===== config.mk =====
export PLATFORM = sky130hd
export DESIGN_NAME = upr_phy_flat
export DESIGN_NICKNAME = d
export VERILOG_FILES = /design/src/inc/upr_pkg.sv /design/src/inc/upr_if.sv /design/src/verilog/upr_phy.sv /design/src/flat_wrapper.sv
export SDC_FILE = /design/constraint.sdc
export NUM_CORES = 1
export LEC_CHECK = 0
export ABC_AREA = 1
export BUFFER_PORTS_ARGS = -buffer_cell sky130_fd_sc_hd__buf_4
export CAP_MARGIN = 10
export CORE_MARGIN = 2
export CORE_UTILIZATION = 45
export CTS_CLUSTER_SIZE = 25
export DETAILED_ROUTE_END_ITERATION = 10
export PLACE_DENSITY = 0.7
export SLEW_MARGIN = 15
export SYNTH_ARGS = -nofsm -noshare
export SYNTH_HDL_FRONTEND = slang
export SYNTH_SLANG_ARGS = --single-unit

===== constraint.sdc =====
create_clock -name sys_clk_i -period 0.9 [get_ports sys_clk_i]
set_input_delay 0.18 -clock sys_clk_i [delete_from_list [all_inputs] [get_ports sys_clk_i]]
set_output_delay 0.18 -clock sys_clk_i [all_outputs]
set_load 0.03 [all_outputs]

===== src/inc/upr_pkg.sv =====
`default_nettype none
package upr_pkg;
  // Immediate address map
  localparam logic [5:0] UPR_ADDR_ESCAPE   = 6'h2f;
  localparam logic [5:0] UPR_VENDOR_FIRST  = 6'h30;
  localparam logic [5:0] UPR_VENDOR_LAST   = 6'h3f;
  localparam logic [5:0] UPR_PWR_WRITE     = 6'h3d;
  localparam logic [5:0] UPR_PWR_SET       = 6'h3e;
  localparam logic [5:0] UPR_PWR_CLEAR     = 6'h3f;
  localparam logic [5:0] UPR_SCRATCH_WRITE = 6'h16;
  localparam logic [5:0] UPR_SCRATCH_SET   = 6'h17;
  localparam logic [5:0] UPR_SCRATCH_CLEAR = 6'h18;
  // Extended space: only the low part is implemented
  localparam logic [7:0] UPR_EXT_LAST      = 8'h3f;
  // Write, set and clear addresses of one group follow each other
  localparam logic [5:0] UPR_GROUP_SPAN    = 6'h02;

  // Power control fields
  localparam int         UPR_BIT_PIN_SEL    = 0;
  localparam int         UPR_BIT_BV_RISE    = 2;
  localparam int         UPR_BIT_BV_FALL    = 3;
  localparam logic [7:0] UPR_PWR_RESET      = 8'h00;
  localparam logic [7:0] UPR_PWR_RSVD_MASK  = 8'hf0;
  localparam logic [7:0] UPR_SCRATCH_RESET  = 8'h00;
  localparam logic [7:0] UPR_RDATA_NONE     = 8'h00;

  typedef enum logic [1:0] {
    UPR_OP_WRITE = 2'b00,
    UPR_OP_SET   = 2'b01,
    UPR_OP_CLEAR = 2'b11,
    UPR_OP_READ  = 2'b10
  } upr_op_e;
endpackage
`default_nettype wire


===== src/inc/upr_if.sv =====
`timescale 1ns/1ps
`default_nettype none
interface upr_if;
  import upr_pkg::*;
  logic            req;
  upr_op_e         op;
  logic            ext;
  logic [7:0]      addr;
  logic [7:0]      wdata;
  logic            ack;
  logic [7:0]      rdata;
  logic            alternate_interrupt_flag;
  modport phy  (input req, op, ext, addr, wdata, output ack, rdata, alternate_interrupt_flag);
  modport link (output req, op, ext, addr, wdata, input ack, rdata, alternate_interrupt_flag);
endinterface
`default_nettype wire


===== src/verilog/upr_phy.sv =====
// What this block does
// - Escape address holds no data; extended access is selected by the bus ext flag
// - Vendor registers occupy immediate 30h to 3Fh
// - Extended 00h-3Fh alias onto immediate registers
// - Link avoids extended addresses 40h to FFh
// - Power control read 3D-3F, write/set/clear
// - Link never writes ones to bits 7-4 at vendor addresses 30h to 3Fh
// - Fall enable: BVALID fall sends alternate interrupt
// - Rise enable: BVALID rise sends alternate interrupt
// - Edge notices optional; link uses session comparator
// - Bit 0 picks reset input or power output
// - Link sets bit 0 for ganged power
`timescale 1ns/1ps
`default_nettype none
module upr_phy (
  input  wire logic       sys_clk_i,
  input  wire logic       rst_i,
  upr_if.phy              bus,
  input  wire logic       bvalid_i,
  input  wire logic       pin_i,
  input  wire logic       power_on_i,
  output logic            pin_o,
  output logic            pin_oe_o,
  output logic            pin_reset_o,
  output logic [7:0]      power_control_o
);
  import upr_pkg::*;

  logic [7:0] power_control;
  logic [7:0] scratch;
  logic       bvalid_q;
  logic       alt_flag_q;
  logic [7:0] rdata_q;
  logic [5:0] imm_addr;
  logic       addr_ok;
  logic       is_escape;
  logic       in_vendor;
  logic       is_read;
  logic       is_modify;
  logic       pwr_hit;
  logic       pwr_rd;
  logic       scr_hit;
  logic       scr_rd;
  logic       bvalid_rise;
  logic       bvalid_fall;
  logic       notify;

  ////////////////////////////////////////////////////////////////////////////
  // Decode helpers
  // New value of a register byte for a write, set or clear
  function automatic logic [7:0] upr_apply(input logic [7:0] cur, input upr_op_e op,
                                           input logic [7:0] d);
    case (op)
      UPR_OP_WRITE: begin
        upr_apply = d;
      end
      UPR_OP_SET: begin
        upr_apply = cur | d;
      end
      UPR_OP_CLEAR: begin
        upr_apply = cur & ~d;
      end
      default: begin
        upr_apply = cur;
      end
    endcase
  endfunction

  // Write, set and clear each act only at their own address of a group
  function automatic logic upr_modify_hit(input upr_op_e op, input logic [5:0] a,
                                          input logic [5:0] wr_addr,
                                          input logic [5:0] set_addr,
                                          input logic [5:0] clr_addr);
    case (op)
      UPR_OP_WRITE: begin
        upr_modify_hit = (a == wr_addr);
      end
      UPR_OP_SET: begin
        upr_modify_hit = (a == set_addr);
      end
      UPR_OP_CLEAR: begin
        upr_modify_hit = (a == clr_addr);
      end
      default: begin
        upr_modify_hit = 1'b0;
      end
    endcase
  endfunction

  // Reads answer at any address of a group
  function automatic logic in_group(input logic [5:0] a, input logic [5:0] base);
    in_group = (a >= base) && (a <= base + UPR_GROUP_SPAN);
  endfunction

  ////////////////////////////////////////////////////////////////////////////
  // Address decode
  // Extended accesses fold onto the immediate map; above 3Fh nothing acts
  always_comb begin
    imm_addr  = bus.addr[5:0];
    is_escape = !bus.ext && (imm_addr == UPR_ADDR_ESCAPE);
    in_vendor = (imm_addr >= UPR_VENDOR_FIRST);
    if (bus.ext) begin
      addr_ok = (bus.addr <= UPR_EXT_LAST);
    end else begin
      addr_ok = !is_escape;
    end
  end

  // Qualifiers shared by both register groups
  always_comb begin
    is_read   = bus.req && addr_ok && (bus.op == UPR_OP_READ);
    is_modify = bus.req && addr_ok && (bus.op != UPR_OP_READ);
  end

  always_comb begin
    pwr_hit = is_modify && upr_modify_hit(bus.op, imm_addr,
                                          UPR_PWR_WRITE, UPR_PWR_SET, UPR_PWR_CLEAR);
    scr_hit = is_modify && upr_modify_hit(bus.op, imm_addr,
                                          UPR_SCRATCH_WRITE, UPR_SCRATCH_SET,
                                          UPR_SCRATCH_CLEAR);
    pwr_rd  = is_read && in_vendor && in_group(imm_addr, UPR_PWR_WRITE);
    scr_rd  = is_read && in_group(imm_addr, UPR_SCRATCH_WRITE);
  end

  ////////////////////////////////////////////////////////////////////////////
  // Registers
  always_ff @(posedge sys_clk_i or posedge rst_i) begin
    if (rst_i) begin
      power_control <= UPR_PWR_RESET;
    end else if (pwr_hit) begin
      power_control <= upr_apply(power_control, bus.op, bus.wdata);
    end
  end

  // Test byte; shares the access rules of the power control group
  always_ff @(posedge sys_clk_i or posedge rst_i) begin
    if (rst_i) begin
      scratch <= UPR_SCRATCH_RESET;
    end else if (scr_hit) begin
      scratch <= upr_apply(scratch, bus.op, bus.wdata);
    end
  end

  // Read data holds until the next read; refused addresses read as zero
  always_ff @(posedge sys_clk_i or posedge rst_i) begin
    if (rst_i) begin
      rdata_q <= UPR_RDATA_NONE;
    end else if (bus.req && bus.op == UPR_OP_READ) begin
      if (pwr_rd) begin
        rdata_q <= power_control;
      end else if (scr_rd) begin
        rdata_q <= scratch;
      end else begin
        rdata_q <= UPR_RDATA_NONE;
      end
    end
  end

  // One acknowledge per request, one cycle later
  always_ff @(posedge sys_clk_i or posedge rst_i) begin
    if (rst_i) begin
      bus.ack <= 1'b0;
    end else begin
      bus.ack <= bus.req;
    end
  end

  assign bus.rdata = rdata_q;

  ////////////////////////////////////////////////////////////////////////////
  // BVALID edge notification
  // Sampled copy resets low, the comparator's idle level, so no false edge
  always_ff @(posedge sys_clk_i or posedge rst_i) begin
    if (rst_i) begin
      bvalid_q <= 1'b0;
    end else begin
      bvalid_q <= bvalid_i;
    end
  end

  always_comb begin
    bvalid_rise = !bvalid_q && bvalid_i;
    bvalid_fall = bvalid_q && !bvalid_i;
    notify      = (power_control[UPR_BIT_BV_FALL] && bvalid_fall) ||
                  (power_control[UPR_BIT_BV_RISE] && bvalid_rise);
  end

  // One flag pulse per enabled edge
  always_ff @(posedge sys_clk_i or posedge rst_i) begin
    if (rst_i) begin
      alt_flag_q <= 1'b0;
    end else begin
      alt_flag_q <= notify;
    end
  end

  assign bus.alternate_interrupt_flag = alt_flag_q;

  ////////////////////////////////////////////////////////////////////////////
  // Shared pin role
  always_comb begin
    pin_oe_o    = power_control[UPR_BIT_PIN_SEL];
    pin_o       = !power_on_i;
    pin_reset_o = !power_control[UPR_BIT_PIN_SEL] && !pin_i;
  end

  assign power_control_o = power_control;
endmodule
`default_nettype wire


===== src/flat_wrapper.sv =====
// flat-port wrapper written by rule: the top's interface ports become plain ports
module upr_phy_flat import upr_pkg::*;
  (sys_clk_i, rst_i, bvalid_i, pin_i, power_on_i, pin_o, pin_oe_o, pin_reset_o, power_control_o, bus_req, bus_op, bus_ext, bus_addr, bus_wdata, bus_ack, bus_rdata, bus_alternate_interrupt_flag);
  upr_if bus_i ();
  input  wire logic sys_clk_i;
  input  wire logic rst_i;
  input  wire logic bvalid_i;
  input  wire logic pin_i;
  input  wire logic power_on_i;
  output logic pin_o;
  output logic pin_oe_o;
  output logic pin_reset_o;
  output logic [7:0] power_control_o;
  input wire logic [$bits(bus_i.req)-1:0] bus_req;
  input wire logic [$bits(bus_i.op)-1:0] bus_op;
  input wire logic [$bits(bus_i.ext)-1:0] bus_ext;
  input wire logic [$bits(bus_i.addr)-1:0] bus_addr;
  input wire logic [$bits(bus_i.wdata)-1:0] bus_wdata;
  output wire logic [$bits(bus_i.ack)-1:0] bus_ack;
  output wire logic [$bits(bus_i.rdata)-1:0] bus_rdata;
  output wire logic [$bits(bus_i.alternate_interrupt_flag)-1:0] bus_alternate_interrupt_flag;
  assign bus_i.req = bus_req;
  assign bus_i.op = bus_op;
  assign bus_i.ext = bus_ext;
  assign bus_i.addr = bus_addr;
  assign bus_i.wdata = bus_wdata;
  assign bus_ack = bus_i.ack;
  assign bus_rdata = bus_i.rdata;
  assign bus_alternate_interrupt_flag = bus_i.alternate_interrupt_flag;
  upr_phy u_core (.sys_clk_i(sys_clk_i), .rst_i(rst_i), .bus(bus_i), .bvalid_i(bvalid_i), .pin_i(pin_i), .power_on_i(power_on_i), .pin_o(pin_o), .pin_oe_o(pin_oe_o), .pin_reset_o(pin_reset_o), .power_control_o(power_control_o));
endmodule

==> flow_metrics.env <==
export IMPL_cts_sinks=27
export IMPL_synth_cell_type_count=25
export IMPL_crit_family="flip-flops"
export IMPL_cts_tree="built"
export IMPL_core_area_um2=3740
export IMPL_fin_crit_ns=1.15
export IMPL_syn_num_nets=271
export IMPL_path_cells="nor2_2 -> buf_6"
export IMPL_syn_area_um2=1790
export IMPL_clock_latency_ns=0.28
export IMPL_peakVddDrop_v=0.00131
export IMPL_die_area_um2=4500
export IMPL_cp_num_buf_inv=1
export IMPL_tightest_slew_ns=0.245
export IMPL_rsz0062_at_grt="true"
export IMPL_drt_wirelength_per_cell_um=15.3
export IMPL_comb_power_share_pct=32.6
export IMPL_layout_area_overhead_vs_synth_pct=68.9
export IMPL_post_place_ws_ns=-0.401
export IMPL_drc_errors=0
export IMPL_dp_hpwl_um=3530
export IMPL_nets=367
export IMPL_syn_inst=246
export IMPL_cts_root_buf="clkbuf_8"
export IMPL_holdCritPathClass="primary input to register"
export IMPL_fmax_mhz=870
export IMPL_wl_um=5960
export IMPL_clk_pin_slew_ns=0.09
export IMPL_start_util_pct=47.8
export IMPL_p_int_mw=2.03
export IMPL_p_total_mw=3.02
export IMPL_sw_frac_of_total_pct=32.7
export IMPL_stdcell_count=389
export IMPL_finalHoldWorstSlack_ns=0.0386
export IMPL_grt_pass1_wl_um=8910
export IMPL_critPathRequiredTime_ns=0.72
export IMPL_power_frac_clock_pct=24.0
export IMPL_dr_max_layer_used="met4"
export IMPL_drt_iter0_drc=189
export IMPL_antenna_cells=0
export IMPL_cpPeakStageDelay_ns=0.45
export IMPL_p_leak_nw=1.54
export IMPL_p_sw_mw=0.987
export IMPL_num_vias=2187
export IMPL_finalSetupTns_ns=-3.94
export IMPL_p_seq_share_pct=43.4
export IMPL_grt_use_total_pct=26.0
export IMPL_wl_met2_um=2880
export IMPL_cellPowerDensity_nw_per_um2=998
export IMPL_ys_ff_latch=27
export IMPL_crit_type="register to output pin"
export IMPL_met1Wirelength_um=2560
export IMPL_clock_path_buffers=2
export IMPL_max_cap_viol_count=0
export IMPL_drive_gt1_share_pct=49.3
export IMPL_first_pass_iters=5
export IMPL_startpoint_type="register"
export IMPL_antenna_found_initial=0
export IMPL_syn_avg_cell_area_um2=7.27
export IMPL_dp_cells=359
export IMPL_violations="negative setup slack"
export IMPL_cp_arrival_ns=0.97
export IMPL_yosys_warnings=0
export IMPL_wl_met3_um=474
export IMPL_fill_cells=256
export IMPL_synth_edf_count=0
export IMPL_async_flop_share_pct=100
export IMPL_worst_path_max_fanout=5
export IMPL_clock_skew_ns=0.00602
export IMPL_routabilityCongestion=0.892
export IMPL_htreeDepth=1
export IMPL_ff2ff_setup_slack_ns=-0.14
export IMPL_drt_vias_per_instance=5.62
export IMPL_post_route_util_pct=80.7
export IMPL_period_share_pct=128
export IMPL_fin_area_um2=3020
export IMPL_critPathSlowestCell="dfrtp_2"
export IMPL_die_x_um=67.1
export IMPL_grt_max_degree=28
export IMPL_die_y_um=67.1
export IMPL_io_buffers=45
export IMPL_layout_setup_ws_ns=-0.249
export IMPL_num_rows=22
export IMPL_synth_flop_cell="dfrtp_1"
export IMPL_cts_buffers=3
export IMPL_grt_pass1_vias=1909
export IMPL_post_dp_cell_area_um2=2380
export IMPL_slew_viol_final=0
export IMPL_slew_limit_headroom_pct=83.6
export IMPL_drtAntennaViolNets=0
export IMPL_setup_viol=42
export IMPL_yosysSeqAreaShare_pct=37.8
export IMPL_pin_count=46
export IMPL_outcome="finished, violations left"
export IMPL_finalHoldViolations=0
export IMPL_cp_end_kind="output pin"
export IMPL_grt_ovfl_total=0
## worst register-to-register path, delay by kind of cell (launching register included)
kind                   cells  cell delay, ns
AO/OA/AOI/OAI              1            0.12
flip-flops                 1            0.45
AND/OR/NAND/NOR            3            0.21
buffers and inverters      1            0.16
## layer usage
metal / GRT usage (%) / up-vias
li1: - / 1029
met1: 37.9 / 1036
met2: 41.6 / 114
met3: 4.56 / 8
met4: 2.55 / 0
met5: 0 / -
## registers in the layout, summed over array words and instances, names as in the netlist
name and count:
u_core.bvalid_q 1, u_core.bus.rdata 8, u_core.bus.ack 1, u_core.power_control_o 8, u_core.scratch 8, u_core.bus.alternate_interrupt_flag 1
## worst paths after layout
path	depth (start not counted)	endpoint	from
setup / recovery	2	pin_reset_o	u_core.power_control_o[0]$_DFFE_PP0P_
hold / removal	1	u_core.bvalid_q$_DFF_PP0_	bvalid_i
setup reg to reg	5	u_core.power_control_o[0]$_DFFE_PP0P_	u_core.power_control_o[0]$_DFFE_PP0P_
hold reg to reg	2	u_core.bus.rdata[0]$_DFFE_PP0P_	u_core.bus.rdata[0]$_DFFE_PP0P_
max in group asynchronous	4	u_core.power_control_o[0]$_DFFE_PP0P_	rst_i
min in group asynchronous	4	u_core.bus.rdata[3]$_DFFE_PP0P_	rst_i
## logic make-up after synthesis
family          Yosys count  share of synthesized area (%)
simple gates            168                           47.6
buf+inv                  32                           9.30
flops                    27                           37.8
compound gates           19                           5.31
## placed cells by master, fill, tap and decap left out
master and n:
a21oi_2 2, and2_4 1, buf_12 5, buf_4 54
buf_6 35, buf_8 3, clkbuf_8 3, clkinv_2 1
clkinvlp_4 1, dfrtp_1 26, dfrtp_2 1, dlygate4sd3_1 1
inv_1 16, inv_2 5, inv_4 3, nand2_1 45
nand2_2 14, nand2_4 3, nand2_8 3, nand3_1 49
nand3_2 11, nand3_4 3, nand4_1 18, nand4_2 1
nor2_1 9, nor2_2 4, nor2_4 6, nor2_8 1
o21ai_0 2, o21ai_1 7, o21ai_2 7, o21ai_4 1
## synthesized netlist by cell type, types with 2 or more instances
cell type	n	area share [%]
nor2_1	16	3.4
dfrtp_1	27	38
nand2_4	2	1.3
nand3_4	2	2.0
nand4_1	18	6.3
nand3_2	2	1.1
nand2_1	62	13
a21oi_1	2	0.56
buf_4	2	0.84
o21ai_1	7	2.0
nand3_1	59	17
nor2_4	2	1.3
buf_6	3	1.9
inv_1	20	4.2
o21ai_0	10	2.8
inv_2	3	0.63
## area by class of cell
cell class,count,area (um2),share of cell area [%]
Clock buffer,3,41.3,1.37
Sequential cell,27,677,22.4
Tap cell,48,60.1,1.99
Multi-Input combinational cell,187,1180,39.0
Timing Repair Buffer,98,955,31.6
Clock inverter,1,7.51,0.248
Inverter,25,103,3.40
## power by group through the flow
stage,combinational (mW),sequential [mW],clock [mW]
after floorplan,0.321,1.38,0
after detailed placement,0.703,1.34,0
final,0.983,1.31,0.724
after CTS,0.870,1.30,0.717
after global placement,0.691,1.33,0
after global routing,1.06,1.31,0.762
## repair_timing
| action | in CTS | in global routing |
|---|---|---|
| setup endpoints to repair | 44 | 45 |
| hold buffers | 1 | 0 |
| resized for setup | 59 | 45 |
| setup buffers | 18 | 6 |
| endpoints found under the hold margin | 27 | 0 |
| pin swaps | 35 | 46 |
| cloned | 1 | 0 |
Note: power is estimated with default switching activity, not from simulation.
